===== src/core/opdec_defs.svh =====
/*
  constants for the opcode map decoder: column digits, stack column digits and
  the prefix byte. assumes nothing of its surroundings; included by name.
*/
`ifndef OPDEC_DEFS_SVH
`define OPDEC_DEFS_SVH

// ----------------------------------------------------------------------
// prefix byte and the column digits behind it
// ----------------------------------------------------------------------
`define OPDEC_PREFIX_BYTE 8'h9E
`define OPDEC_SP_COL_RMW 4'h6
`define OPDEC_SP_COL_IX2 4'hD
`define OPDEC_SP_COL_IX1 4'hE

// ----------------------------------------------------------------------
// column digits
// ----------------------------------------------------------------------
`define OPDEC_COL_BRANCH 4'h2
`define OPDEC_COL_RMW_DIR 4'h3
`define OPDEC_COL_RMW_A 4'h4
`define OPDEC_COL_RMW_X 4'h5
`define OPDEC_COL_RMW_IX1 4'h6
`define OPDEC_COL_RMW_IX 4'h7
`define OPDEC_COL_CTRL0 4'h8
`define OPDEC_COL_CTRL1 4'h9
`define OPDEC_COL_IMM 4'hA
`define OPDEC_COL_DIR 4'hB
`define OPDEC_COL_EXT 4'hC
`define OPDEC_COL_IX2 4'hD
`define OPDEC_COL_IX1 4'hE
`define OPDEC_COL_IX 4'hF

`endif


===== src/core/opdec_pkg.sv =====
/*
  types for the opcode map decoder: instruction groups and operand modes.
  assumes the constants header is included by the decoder itself.
*/
package opdec_pkg;

  // ----------------------------------------------------------------------
  // instruction groups by column
  // ----------------------------------------------------------------------
  typedef enum logic [2:0] {
    opdec_grp_bit_type = 3'b000,
    opdec_grp_branch_type = 3'b001,
    opdec_grp_rmw_type = 3'b010,
    opdec_grp_ctrl_type = 3'b011,
    opdec_grp_regmem_type = 3'b100
  } opdec_group_type;

  // ----------------------------------------------------------------------
  // operand modes
  // ----------------------------------------------------------------------
  typedef enum logic [3:0] {
    implied_operand_mode = 4'b0000,
    relative_mode = 4'b0001,
    literal_operand_mode = 4'b0010,
    index_no_offset_mode = 4'b0011,
    page_mode = 4'b0100,
    extended_mode = 4'b0101,
    index_short_offset_mode = 4'b0110,
    index_long_offset_mode = 4'b0111,
    stack_short_offset_mode = 4'b1000,
    stack_long_offset_mode = 4'b1001,
    index_postinc_mode = 4'b1010,
    index_offset_postinc_mode = 4'b1011,
    page_to_page_move = 4'b1100,
    literal_to_page_move = 4'b1101,
    postinc_to_page_move = 4'b1110,
    page_to_postinc_move = 4'b1111
  } opdec_mode_type;

  // prefix tracking states
  typedef enum logic [0:0] {
    opdec_st_plain = 1'b0,
    opdec_st_prefixed = 1'b1
  } opdec_state_type;

endpackage : opdec_pkg


===== src/core/opdec_decoder.sv =====
/*
  opcode map decoder: takes one fetched byte per strobe, tracks the stack
  prefix byte and registers group, mode, prefix flag and illegal flag.
  assumes the fetch path presents bytes on core_clk with a one-cycle strobe
  and that operand bytes are not strobed in as opcodes.
*/
`timescale 1ns/1ns
`include "opdec_defs.svh"

// How it works
// - high digit picks the map column, low digit picks the row
// - prefix byte moves next opcode into stack columns 6, D and E
// - stack modes use 8-bit unsigned or 16-bit offset on stack pointer
// - post-increment index modes, with no offset or one-byte offset
// - four memory-to-memory move modes are recognised
// - basic modes: inherent, relative, immediate, index, direct, extended, offsets
// - columns grouped: bit, branch, read-modify-write, control, register/memory
module opdec_decoder
  import opdec_pkg::*;
(
  // clock, reset, enable
  input wire logic core_clk,
  input wire logic srst,
  input wire logic clk_en,
  // fetched byte
  input wire logic op_valid,
  input wire logic [7:0] op_byte,
  // decoded result
  output logic dec_valid,
  output opdec_group_type dec_group,
  output opdec_mode_type dec_mode,
  output logic dec_stack,
  output logic dec_illegal,
  output logic prefix_pending
);

  // ----------------------------------------------------------------------
  // state
  // ----------------------------------------------------------------------
  opdec_state_type state_r, state_nxt;
  logic valid_r, valid_nxt;
  opdec_group_type group_r, group_nxt;
  opdec_mode_type mode_r, mode_nxt;
  logic stack_r, stack_nxt;
  logic illegal_r, illegal_nxt;
  logic [3:0] col;
  logic [3:0] row;
  logic pre;
  logic blank;

  assign col = op_byte[7:4];
  assign row = op_byte[3:0];
  assign pre = (state_r == opdec_st_prefixed);

  // group by column digit; prefix keeps the group of the column it lands in
  function automatic opdec_group_type group_of(input logic [3:0] c);
    if (c <= 4'h1) begin
      group_of = opdec_grp_bit_type;
    end else if (c == `OPDEC_COL_BRANCH) begin
      group_of = opdec_grp_branch_type;
    end else if (c <= `OPDEC_COL_RMW_IX) begin
      group_of = opdec_grp_rmw_type;
    end else if (c <= `OPDEC_COL_CTRL1) begin
      group_of = opdec_grp_ctrl_type;
    end else begin
      group_of = opdec_grp_regmem_type;
    end
  endfunction : group_of

  // ----------------------------------------------------------------------
  // mode and blank-cell decode
  // ----------------------------------------------------------------------
  always_comb begin
    mode_nxt = implied_operand_mode;
    blank = 1'b0;
    if (pre) begin
      // only three columns exist behind the prefix
      case (col)
        `OPDEC_SP_COL_RMW: begin
          mode_nxt = stack_short_offset_mode;
          blank = (row == 4'h2) || (row == 4'h5) || (row == 4'hE);
        end
        `OPDEC_SP_COL_IX2: begin
          mode_nxt = stack_long_offset_mode;
          blank = (row == 4'h7) || (row == 4'hC) || (row == 4'hD);
        end
        `OPDEC_SP_COL_IX1: begin
          mode_nxt = stack_short_offset_mode;
          blank = (row == 4'hC) || (row == 4'hD);
        end
        default: begin
          blank = 1'b1;
        end
      endcase
    end else begin
      case (col)
        4'h0, 4'h1: begin
          mode_nxt = page_mode;
          blank = (col == 4'h0) ? (row >= 4'hC && row != 4'hF)
                                : (row == 4'h9 || row == 4'hC);
        end
        `OPDEC_COL_BRANCH: begin
          mode_nxt = relative_mode;
          blank = (row == 4'hD) || (row == 4'hE);
        end
        `OPDEC_COL_RMW_DIR: begin
          mode_nxt = page_mode;
          blank = (row == 4'h2) || (row == 4'hC) || (row == 4'hE);
        end
        `OPDEC_COL_RMW_A: begin
          // rows 1 and 5 carry an immediate operand in this column
          mode_nxt = (row == 4'h1 || row == 4'h5) ? literal_operand_mode :
                     (row == 4'hE) ? page_to_page_move : implied_operand_mode;
          blank = (row == 4'hD);
        end
        `OPDEC_COL_RMW_X: begin
          mode_nxt = (row == 4'h1) ? literal_operand_mode :
                     (row == 4'h5) ? page_mode :
                     (row == 4'hE) ? page_to_postinc_move : implied_operand_mode;
          blank = (row == 4'hD);
        end
        `OPDEC_COL_RMW_IX1: begin
          mode_nxt = (row == 4'h1) ? index_offset_postinc_mode :
                     (row == 4'h2) ? implied_operand_mode :
                     (row == 4'h5) ? literal_operand_mode :
                     (row == 4'hE) ? literal_to_page_move : index_short_offset_mode;
          blank = (row == 4'h4) || (row == 4'hC);
        end
        `OPDEC_COL_RMW_IX: begin
          mode_nxt = (row == 4'h1) ? index_postinc_mode :
                     (row == 4'h2) ? implied_operand_mode :
                     (row == 4'h5) ? page_mode :
                     (row == 4'hE) ? postinc_to_page_move : index_no_offset_mode;
          blank = (row == 4'hD);
        end
        `OPDEC_COL_CTRL0: begin
          mode_nxt = implied_operand_mode;
          blank = (row == 4'h2) || (row == 4'hD);
        end
        `OPDEC_COL_CTRL1: begin
          mode_nxt = (row <= 4'h3) ? relative_mode : implied_operand_mode;
          // 9E is the prefix itself and handled before this table
          blank = (row == 4'h6);
        end
        `OPDEC_COL_IMM: begin
          mode_nxt = (row == 4'hD) ? relative_mode : literal_operand_mode;
          blank = (row == 4'h7) || (row == 4'hC) || (row == 4'hE);
        end
        `OPDEC_COL_DIR: begin
          mode_nxt = page_mode;
          blank = 1'b0;
        end
        `OPDEC_COL_EXT: begin
          mode_nxt = extended_mode;
          blank = 1'b0;
        end
        `OPDEC_COL_IX2: begin
          mode_nxt = index_long_offset_mode;
          blank = 1'b0;
        end
        `OPDEC_COL_IX1: begin
          mode_nxt = index_short_offset_mode;
          blank = 1'b0;
        end
        default: begin
          mode_nxt = index_no_offset_mode;
          blank = 1'b0;
        end
      endcase
    end
    // mode holds between results so the output stays stable
    if (!valid_nxt) begin
      mode_nxt = mode_r;
    end
  end

  // ----------------------------------------------------------------------
  // prefix tracking and result registers
  // ----------------------------------------------------------------------
  always_comb begin
    state_nxt = state_r;
    valid_nxt = 1'b0;
    group_nxt = group_r;
    stack_nxt = stack_r;
    illegal_nxt = illegal_r;
    if (op_valid) begin
      if (!pre && op_byte == `OPDEC_PREFIX_BYTE) begin
        // prefix produces no result of its own; it waits for the opcode
        state_nxt = opdec_st_prefixed;
      end else begin
        state_nxt = opdec_st_plain;
        valid_nxt = 1'b1;
        group_nxt = group_of(col);
        stack_nxt = pre;
        illegal_nxt = blank;
      end
    end
  end

  // result registers; srst clears them even with the enable low, otherwise everything freezes while the enable is low
  always_ff @(posedge core_clk) begin
    if (srst) begin
      state_r <= opdec_st_plain;
      valid_r <= 1'b0;
      group_r <= opdec_grp_bit_type;
      mode_r <= implied_operand_mode;
      stack_r <= 1'b0;
      illegal_r <= 1'b0;
    end else if (clk_en) begin
      state_r <= state_nxt;
      valid_r <= valid_nxt;
      group_r <= group_nxt;
      mode_r <= mode_nxt;
      stack_r <= stack_nxt;
      illegal_r <= illegal_nxt;
    end
  end

  assign dec_valid = valid_r;
  assign dec_group = group_r;
  assign dec_mode = mode_r;
  assign dec_stack = stack_r;
  assign dec_illegal = illegal_r;
  assign prefix_pending = pre;

endmodule : opdec_decoder


===== config.mk =====
export PLATFORM = sky130hd
export DESIGN_NAME = opdec_decoder
export DESIGN_NICKNAME = d
export VERILOG_FILES = /design/src/core/opdec_pkg.sv /design/src/core/opdec_decoder.sv
export VERILOG_INCLUDE_DIRS = /design/src /design/src/core
export SDC_FILE = /design/constraint.sdc
export NUM_CORES = 1
export LEC_CHECK = 0
export CAP_MARGIN = 20
export CORE_AREA = 2 2 58 54
export CTS_CLUSTER_DIAMETER = 60
export DETAILED_ROUTE_END_ITERATION = 8
export DIE_AREA = 0 0 60 56
export DONT_BUFFER_PORTS = 1
export GPL_ROUTABILITY_DRIVEN = 0
export MAX_ROUTING_LAYER = met4
export PLACE_DENSITY = 0.5
export SLEW_MARGIN = 30
export SYNTH_ARGS = -nofsm -noshare
export SYNTH_HDL_FRONTEND = slang
export SYNTH_SLANG_ARGS = --single-unit

===== constraint.sdc =====
create_clock -name core_clk -period 1.9 [get_ports core_clk]
set_input_delay 0 -clock core_clk [delete_from_list [all_inputs] [get_ports core_clk]]
set_output_delay 0 -clock core_clk [all_outputs]
set_load 0.02 [all_outputs]

* Yosys cells after proc, flatten, opt, wreduce, memory -nomap -nowiden
Index checks and enable logic that the tools add are counted.
Operators by class: order comparisons 5, equality and inequality tests 26, multiplexer cells 29, bitwise gates (word level) 1, reduce and logical (&&, ||, !) cells 24
Operators with widths (number):
- $mux 4 | 14
- $pmux 4 s12 | 1
- $eq 4x4->1 const B | 11
- $eq 4x3->1 const B | 8
- $logic_or 1x1->1 | 13
- $eq 4x2->1 const B | 3
- $mux 3 | 4
- $eq 4x1->1 const B | 2
- $eq 8x8->1 const B | 1
- $pmux 1 s8 | 1
- $pmux 4 s2 | 1
- $mux 1 | 6
- $ge 4x4->1 const B | 1
- $le 4x1->1 const B | 1
- $le 4x2->1 const B | 1
- $le 4x3->1 const B | 1
- $le 4x4->1 const B | 1
- $logic_not 4->1 | 1
- $ne 4x4->1 const B | 1
- $reduce_and 2->1 | 2
- $reduce_or 2->1 | 2
- $reduce_or 4->1 | 1
- $pmux 1 s3 | 1
- $reduce_and 3->1 | 1
- other kinds (5) | 6
Storage, ports and cells: register bits after elaboration 11, input port bits 12, output and inout bits 11, logic and storage cells 91

* Logic depth before layout (Yosys ltp)
Gate-level depths: netlist of the first run.
word-level depth 7, depth in mapped cells 7, depth with buffers taken out 6

* Worst setup path after synthesis of the first run
Ideal clock, no wire load.
path kind register to register, start register state_r, in the netlist prefix_pending, end register mode_r[2], in the netlist dec_mode[2], library setup time 71 ps, arrival time 1379 ps, data required time 1829 ps, setup slack 450 ps, cell stages (with the launch flop) 6, buffers on the path 0, period minus slack after synthesis 1450 ps, cell sequence dfxtp_1 > inv_1 > nand2_1 > o311ai_2 > or4_1 > a21oi_1
Between the ends: longest elaborated chain between the ends 5, elaborated cells on any way between the ends 6
Ends and longest elaborated chain:
- start, declared | line opdec_decoder.sv:40 | opdec_state_type state_r, state_nxt;
- start signal, assigned | line opdec_decoder.sv:203 | state_r <= opdec_st_plain;
- start signal, assigned | line opdec_decoder.sv:210 | state_r <= state_nxt;
- $logic_not 1->1 | line opdec_decoder.sv:187 | if (!pre && op_byte == `OPDEC_PREFIX_BYTE) begin
- $logic_and 1x1->1 (no source line)
- $mux 1 | line opdec_decoder.sv:187
- $mux 1 | line opdec_decoder.sv:186 | if (op_valid) begin
- $reduce_and 2->1 (no source line)
- end signal, assigned | line opdec_decoder.sv:206 | mode_r <= implied_operand_mode;
- end signal, assigned | line opdec_decoder.sv:213 | mode_r <= mode_nxt;
- end, declared | line opdec_decoder.sv:43 | opdec_mode_type mode_r, mode_nxt;
Several ways; a longest one is shown, not always the timed one. A chain may end at the register's enable or synchronous reset.

* Worst setup path after layout of the first run
start register state_r, in the netlist prefix_pending, end register valid_r, in the netlist dec_valid
Between the ends: longest elaborated chain between the ends 4
Ends and longest elaborated chain:
- $logic_not 1->1 | line opdec_decoder.sv:187
- $logic_and 1x1->1 (no source line)
- $mux 1 | line opdec_decoder.sv:187
- $mux 1 | line opdec_decoder.sv:186
- end signal, assigned | line opdec_decoder.sv:211 | valid_r <= valid_nxt;
- end, declared | line opdec_decoder.sv:41 | logic valid_r, valid_nxt;
No other way between the ends.

==> results of run 1 <==
## synth_stat cells (2+ instances only)
library cell,n
o31ai_1,2
nand3b_1,2
a21oi_1,19
o211ai_1,2
o21ai_0,10
nand4_1,2
nor2_1,14
o32a_1,3
a22oi_1,3
a2111oi_0,3
buf_2,8
dfxtp_1,11
inv_1,5
or4_1,2
nand2b_1,6
nor4_1,2
nand2_1,19
a211oi_1,2
nor3_1,4
a31oi_1,3
clkbuf_1,4
nor2b_1,5
## routing by layer
| metal | vias up | track usage [%] |
|---|---|---|
| li1 | 581 | - |
| met5 | - | - |
| met3 | 7 | 5.58 |
| met2 | 57 | 29.0 |
| met1 | 543 | 26.8 |
| met4 | 0 | 4.76 |
## state kept, by name, indices dropped and copies added, names as in the netlist
name	cells
dec_illegal	1
dec_stack	1
dec_group	3
dec_mode	4
dec_valid	1
prefix_pending	1
## final timing paths
path                      end  slack, ns      startpoint  cells past startpoint
hold / removal    dec_illegal       0.02      op_byte[7]                      2
hold reg to reg   dec_mode[2]       0.56     dec_mode[2]                      2
setup / recovery    dec_valid       0.19  prefix_pending                      5
setup reg to reg    dec_valid       0.19  prefix_pending                      5
## per-stage QoR
step | hold slack (ns) | setup slack, ns | total power [mW] | instances | cell area (um^2)
3_5_place_dp | 0.0725 | 0.415 | 0.392 | 184 | 1060
6_report | 0.0157 | 0.194 | 0.565 | 195 | 1170
5_1_grt | 0.00301 | 0.110 | 0.602 | 195 | 1170
4_1_cts | 0.000640 | 0.107 | 0.568 | 195 | 1160
3_3_place_gp | 0.0711 | 0.352 | 0.394 | 184 | 1060
2_1_floorplan | 0.103 | 0.450 | 0.394 | 155 | 1060
## kinds of logic (layout without fill, tap and decap cells)
logic type / after synthesis / in the layout
AO/OA/AOI/OAI: 59 / 59
buffers and inverters: 19 / 19
flip-flops: 11 / 11
AND/OR/NAND/NOR: 65 / 65
multiplexers: 1 / 1
## cell usage in the layout (no fill, tap or decap), drive strengths merged, types with 4 or more instances in the layout
cell type and instances:
dfxtp 11, nor3 4, inv 6, clkbuf 4, dlygate4sd3 7, o21ai 10, nor2b 5, nor2 14
nand2 19, a21oi 19, nand2b 7
## final cells by class
class                      instances  area (um^2)
tap                               40         50.0
multi-input combinational        125          764
inverter                           6         22.5
clock buffer                       4         26.3
fill                             298         1560
sequential                        11          220
timing repair buffer               9         85.1
## power by group
part | switching, mW | total (mW) | internal (mW)
combinational | 0.0820 | 0.150 | 0.0681
clock | 0.0763 | 0.158 | 0.0812
sequential | 0.0171 | 0.258 | 0.241
total | 0.175 | 0.565 | 0.390
## repair_timing
item,4_1_cts,5_1_grt
gates resized for setup,0,1
endpoints found under the hold margin,11,0
setup endpoints to repair,0,1
hold buffers,7,0
buffers inserted,0,0
==> impl_metrics.env, run 1 <==
export IMPL_period_share_pct=89.8
export IMPL_synth_area_um2=1060
export IMPL_dr_wl_met3_um=228
export IMPL_cp_start_kind="flop"
export IMPL_die_h_um=56
export IMPL_synth_top_family_by_area="compound AO/OA/AOI/OAI gates"
export IMPL_rsz0062_at_grt="false"
export IMPL_report_final_slew_viol_count=0
export IMPL_end_kind="flop"
export IMPL_synth_top_area_cell="dfxtp_1"
export IMPL_clock_latency_ns=0.27
export IMPL_synth_edf_count=0
export IMPL_wirelength_met1_um=1450
export IMPL_async_flop_share_pct=0
export IMPL_finish_utilization_pct=42.9
export IMPL_period_needed_ns=1.71
export IMPL_ys_seq_area_share_pct=20.7
export IMPL_avgRoutedWirePerCell_um=16.0
export IMPL_syn_nets=167
export IMPL_ys_top_cells_by_area="dfxtp_1 21%, a21oi_1 8.9%, nand2_1 6.7%, nor2_1 4.9%, o21ai_0 4.7%"
export IMPL_setup_tns_ns=0
export IMPL_n_antenna_cell=0
export IMPL_io_pins=23
export IMPL_leakage_nw=0.399
export IMPL_wl_met2_um=1390
export IMPL_grt_first_pass_wirelength_um=5200
export IMPL_synth_xor_xnor_area_share_pct=0
export IMPL_path_clk_slew_ns=0.07
export IMPL_syn_instance_count=155
export IMPL_tightest_slew_ns=0.516
export IMPL_core_rowCount=18
export IMPL_grt_usage_pct=19.8
export IMPL_synth_warnings=0
export IMPL_cp_max_fo=7
export IMPL_yosys_area_share_simple_pct=31.9
export IMPL_setup_viol=0
export IMPL_status="finished, final reports clean"
export IMPL_peakVddDrop_mv=0.457
export IMPL_arrival_ns=1.87
export IMPL_antenna_found_initial=0
export IMPL_power_density_nw_per_um2=484
export IMPL_synth_main_ff_cell="dfxtp_1"
export IMPL_drive_above_1_share_pct=7.10
export IMPL_path_buf_inv=2
export IMPL_htreeDepth=1
export IMPL_cts_inserted_buffers=3
export IMPL_fp_dieW_um=60
export IMPL_die_area_um2=3360
export IMPL_ant_nets=0
export IMPL_fp_coreArea_um2=2730
export IMPL_crit_type="reg2reg"
export IMPL_synthAdderAreaFrac_pct=0
export IMPL_worstPathCellList="inv_1, nand2_1, o311ai_4, a21oi_1, dlygate4sd3_1"
export IMPL_hold_viol_final=0
export IMPL_place_hpwl_um=2230
export IMPL_cts_path_max_buffers=2
export IMPL_syn_area_per_cell_um2=6.86
export IMPL_viasPerCell=6.09
export IMPL_io_buffers=0
export IMPL_grt_remaining_overflow=0
export IMPL_highest_layer="met4"
export IMPL_synth_compound_area_share_pct=38.1
export IMPL_cts_tree="done"
export IMPL_hold_path_class="in2reg"
export IMPL_maxCapViolations=0
export IMPL_grt_max_degree=18
export IMPL_final_nets=168
export IMPL_yosys_register_bits=11
export IMPL_start_util_pct=39.0
export IMPL_cts_sinks=11
export IMPL_synth_top_area_share_pct=20.7
export IMPL_slew_headroom_pct=64.7
export IMPL_slowest_delay_ns=0.56
export IMPL_cp_required_ns=2.06
export IMPL_synthMuxAreaShare_pct=0.941
export IMPL_dr_pass1_iters=4
export IMPL_synthDistinctLibCells=46
export IMPL_worst_path_dominant_cell_family="buffers and inverters"
export IMPL_grt_pass1_vias=1123
export IMPL_final_setup_skew_ns=0.00757
export IMPL_vias=1188
export IMPL_clock_fmax_mhz=586
export IMPL_cts_root_buf="clkbuf_4"
export IMPL_drt_total_wl_um=3120
export IMPL_syn2layout_area_growth_pct=9.88
export IMPL_drc_errors=0
export IMPL_crit_slowest_cell="dlygate4sd3_1"
export IMPL_drt_iter0_markers=44
Note: power is estimated with default switching activity, not from simulation.
==> inputs of run 2 (changes only) <==
CORE_AREA = 2 2 47 45   (was 2 2 58 54)
DIE_AREA = 0 0 49 47   (was 0 0 60 56)
PLACE_DENSITY = 0.72   (was 0.5)
==> impl_metrics.env, run 2 (synthesis gave the netlist of run 1 again) <==
export IMPL_drt_total_wl_um=3010
export IMPL_final_setup_skew_ns=0.00712
export IMPL_io_pins=23
export IMPL_io_buffers=0
export IMPL_nFillCells=171
export IMPL_ant_nets=0
export IMPL_path_clk_slew_ns=0.07
export IMPL_grt_usage_pct=28.8
export IMPL_cts_sinks=11
export IMPL_arrival_ns=1.94
export IMPL_final_nets=167
export IMPL_die_h_um=47
export IMPL_crit_type="reg2reg"
export IMPL_cp_start_kind="flop"
export IMPL_dr_pass1_iters=4
export IMPL_slew_headroom_pct=58.3
export IMPL_clock_fmax_mhz=557
export IMPL_maxCapViolations=0
export IMPL_period_share_pct=94.5
export IMPL_htreeDepth=1
export IMPL_worstPathCellList="inv_1, nand2_1, o311a_1, o211ai_1, dlygate4sd3_1, a21oi_1"
export IMPL_start_util_pct=58.4
export IMPL_cts_path_max_buffers=2
export IMPL_hold_path_class="in2reg"
export IMPL_power_density_nw_per_um2=495
export IMPL_grt_remaining_overflow=0
export IMPL_grt_first_pass_wirelength_um=4950
export IMPL_layout_common_cells="19 x nand2_1, 19 x a21oi_1, 14 x nor2_1, 11 x dfxtp_1, 10 x o21ai_0"
export IMPL_rsz0062_at_grt="false"
export IMPL_hold_slack_ns=0.0125
export IMPL_die_area_um2=2300
export IMPL_syn2layout_area_growth_pct=6.23
export IMPL_cts_hold_buf=6
export IMPL_ctsResizeCount=0
export IMPL_drt_iter0_markers=72
export IMPL_tightest_slew_ns=0.625
export IMPL_end_kind="flop"
export IMPL_drc_errors=0
export IMPL_clock_latency_ns=0.27
export IMPL_hold_viol_final=0
export IMPL_leakage_nw=0.385
export IMPL_viasPerCell=6.91
export IMPL_crit_slowest_cell="dlygate4sd3_1"
export IMPL_cp_required_ns=2.04
export IMPL_largest_reg_flops=4
export IMPL_setup_tns_ns=0
export IMPL_place_hpwl_um=2180
export IMPL_slowest_delay_ns=0.56
export IMPL_n_antenna_cell=0
export IMPL_cts_inserted_buffers=3
export IMPL_report_final_slew_viol_count=0
export IMPL_antenna_found_initial=0
export IMPL_core_rowCount=15
export IMPL_cts_root_buf="clkbuf_4"
export IMPL_period_needed_ns=1.80
export IMPL_status="finished, final reports clean"
export IMPL_vias=1237
export IMPL_fp_coreArea_um2=1820
export IMPL_cts_tree="done"
export IMPL_grt_max_degree=18
export IMPL_peakVddDrop_mv=0.469
export IMPL_cp_max_fo=8
export IMPL_drive_above_1_share_pct=7.14
export IMPL_postCtsSetupBuffers=0
export IMPL_fp_dieW_um=49
export IMPL_setup_viol=0
export IMPL_avgRoutedWirePerCell_um=16.8
export IMPL_grt_pass1_vias=1156
-- run 2: cell type report --
cell class                 count  area, um^2  area share (%)
inverter                       6        22.5            1.99
multi-input combinational    125         754            66.8
tap                           25        31.3            2.77
clock buffer                   4        26.3            2.33
timing repair buffer           8        75.1            6.64
sequential                    11         220            19.5
-- run 2: stage by stage --
step	instances	power, mW	utilization (%)	instance area [um^2]	worst slack (ns)
floorplan	155	0.394	-	1060	0.450
global placement	169	0.389	57.3	1040	0.389
detailed placement	169	0.393	57.3	1040	0.364
CTS	179	0.562	62.1	1130	0.0950
global route	179	0.594	62.1	1130	0.0111
finish	179	0.559	62.1	1130	0.104
-- run 2: worst max-delay path: cells and delay by family, from the launching register on --
family                 cells  cell delay, ns
AOI/OAI and AO/OA          3            0.64
buffers and inverters      2            0.63
DFF                        1            0.32
and+or+nand+nor            1            0.07
-- run 2: power breakdown --
part / internal (mW) / switching, mW
Combinational: 0.0654 / 0.0813
Sequential: 0.241 / 0.0169
Clock: 0.0812 / 0.0739
-- run 2: path summary, 6_finish.rpt --
kind	from	end	slack, ns	cells past startpoint
worst max-delay path	prefix_pending	dec_group[2]	0.10	6
worst min-delay path	clk_en	dec_valid	0.01	2
worst min register to register	dec_mode[2]	dec_mode[2]	0.55	2
worst max register to register	prefix_pending	dec_group[2]	0.10	6
-- run 2: per-layer routing --
layer | up-vias | wire length [um] | track usage (%)
met4 | 0 | 108 | 20.0
met5 | - | 0 | -
met1 | 560 | 1200 | 34.1
li1 | 578 | - | -
met2 | 84 | 1360 | 43.6
met3 | 15 | 337 | 7.96
==> inputs of run 3 (changes only) <==
CORE_AREA = 2 2 49 47   (was 2 2 47 45)
DIE_AREA = 0 0 51 49   (was 0 0 49 47)
PLACE_DENSITY = 0.69   (was 0.72)
clock period = 1.64 ns   (was 1.9 ns; I/O delays follow)
==> impl_metrics.env, run 3 (synthesis gave the netlist of run 1 again) <==
export IMPL_status="finished, final reports clean"
export IMPL_slowest_delay_ns=0.43
export IMPL_path_clk_slew_ns=0.07
export IMPL_grt_first_pass_wirelength_um=4930
export IMPL_cts_tree="done"
export IMPL_rsz0062_at_grt="false"
export IMPL_grt_max_degree=18
export IMPL_final_nets=168
export IMPL_period_needed_ns=1.43
export IMPL_clock_latency_ns=0.26
export IMPL_start_util_pct=52.6
export IMPL_largest_reg_flops=4
export IMPL_layout_common_cells="19 x nand2_1, 19 x a21oi_1, 14 x nor2_1, 11 x dfxtp_1, 10 x o21ai_0"
export IMPL_multiInputGateArea_um2=754
export IMPL_report_final_slew_viol_count=0
export IMPL_ant_nets=0
export IMPL_setup_tns_ns=0
export IMPL_worstPathCellList="inv_1, nand2_1, o311ai_2, buf_4, a21oi_1, a21oi_1"
export IMPL_cts_inserted_buffers=3
export IMPL_worst_path_dominant_cell_family="compound AO/OA/AOI/OAI gates"
export IMPL_setup_viol=0
export IMPL_drive_above_1_share_pct=7.74
export IMPL_peakVddDrop_mv=0.453
export IMPL_power_density_nw_per_um2=572
export IMPL_dr_wl_met3_um=260
export IMPL_die_area_um2=2500
export IMPL_place_ws_ns=0.194
export IMPL_syn2layout_area_growth_pct=7.18
export IMPL_place_area_um2=1050
export IMPL_maxCapViolations=0
export IMPL_grt_pass1_vias=1121
export IMPL_cp_start_kind="flop"
export IMPL_dp_cells=172
export IMPL_io_buffers=0
export IMPL_avgRoutedWirePerCell_um=16.2
export IMPL_cp_common_cell="a21oi_1"
export IMPL_nFillCells=186
export IMPL_cp_required_ns=1.83
export IMPL_viasPerCell=6.68
export IMPL_cts_path_max_buffers=2
export IMPL_arrival_ns=1.63
export IMPL_drt_total_wl_um=2950
export IMPL_tightest_slew_ns=0.454
export IMPL_wirelength_met1_um=1230
export IMPL_n_antenna_cell=0
export IMPL_setup_slack_ns=0.208
export IMPL_drt_iter0_markers=104
export IMPL_hold_path_class="in2reg"
export IMPL_path_buf_inv=2
export IMPL_final_design_area_no_fill_um2=1140
export IMPL_htreeDepth=1
export IMPL_clock_fmax_mhz=698
export IMPL_end_kind="flop"
export IMPL_final_setup_skew_ns=0.00210
export IMPL_place_hpwl_um=2080
export IMPL_crit_slowest_cell="o311ai_2"
export IMPL_crit_type="reg2reg"
export IMPL_grt_usage_pct=26.1
export IMPL_wl_met2_um=1370
export IMPL_drc_errors=0
export IMPL_fp_dieW_um=51
export IMPL_postCtsSetupBuffers=0
export IMPL_period_share_pct=87.3
export IMPL_antenna_found_initial=0
export IMPL_power_total_uw=653
export IMPL_ff_latch_area_um2=220
export IMPL_core_rowCount=16
export IMPL_io_pins=23
export IMPL_slew_headroom_pct=69.0
export IMPL_dr_pass1_iters=5
export IMPL_cp_max_fo=9
export IMPL_ff2ff_setup_slack_ns=0.21
export IMPL_vias=1215
export IMPL_hold_viol_final=0
export IMPL_grt_remaining_overflow=0
export IMPL_highest_layer="met4"
export IMPL_leakage_nw=0.393
export IMPL_die_h_um=49
export IMPL_fp_coreArea_um2=2020
export IMPL_cts_sinks=11
export IMPL_layout_cells_non_filler=182
export IMPL_cts_root_buf="clkbuf_4"
==> run 3: cell types whose count changed in the layout (fill, tap and decap cells not counted) <==
cell / previous run / this run
buf_4: 2 / 3
==> run 3: what timing repair did <==
item | 4_1_cts | 5_1_grt
endpoints found under the hold margin | 11 | 0
hold buffers | 6 | 0
resized for setup | 0 | 0
==> run 3: final timing paths <==
| path | depth (start not counted) | to | startpoint |
|---|---|---|---|
| worst max-delay path | 6 | dec_mode[1] | prefix_pending |
| worst min-delay path | 2 | dec_illegal | op_byte[2] |
| worst min register to register | 2 | dec_stack | dec_stack |
| worst max register to register | 6 | dec_mode[1] | prefix_pending |
==> run 3: through the flow <==
| stage | hold slack (ns) | utilization (%) |
|---|---|---|
| after floorplan | 0.103 | - |
| after global placement | 0.0722 | 52.1 |
| after detailed placement | 0.0733 | 52.1 |
| after CTS | 0.00842 | 56.4 |
| after global routing | 0.0402 | 56.4 |
| final | 0.0345 | 56.4 |
==> run 3: area by class of cell <==
cell class,instances,area share (%)
Clock buffer,4,2.31
Inverter,6,1.98
Multi-Input combinational cell,125,66.2
Sequential cell,11,19.3
Tap cell,27,2.96
Timing Repair Buffer,9,7.24
==> run 3: layer usage <==
layer  global-route usage (%)  vias to the layer above
met1                     34.1                      549
li1                         -                      583
met2                     37.4                       73
met4                     11.3                        0
met3                     7.06                       10
met5                        -                        -
==> run 3: where the power goes <==
part	switching, mW	leakage [nW]	internal (mW)	total, mW
clock network	0.0862	0.0150	0.0940	0.180
logic	0.0960	0.288	0.0779	0.174
registers	0.0197	0.0897	0.279	0.298
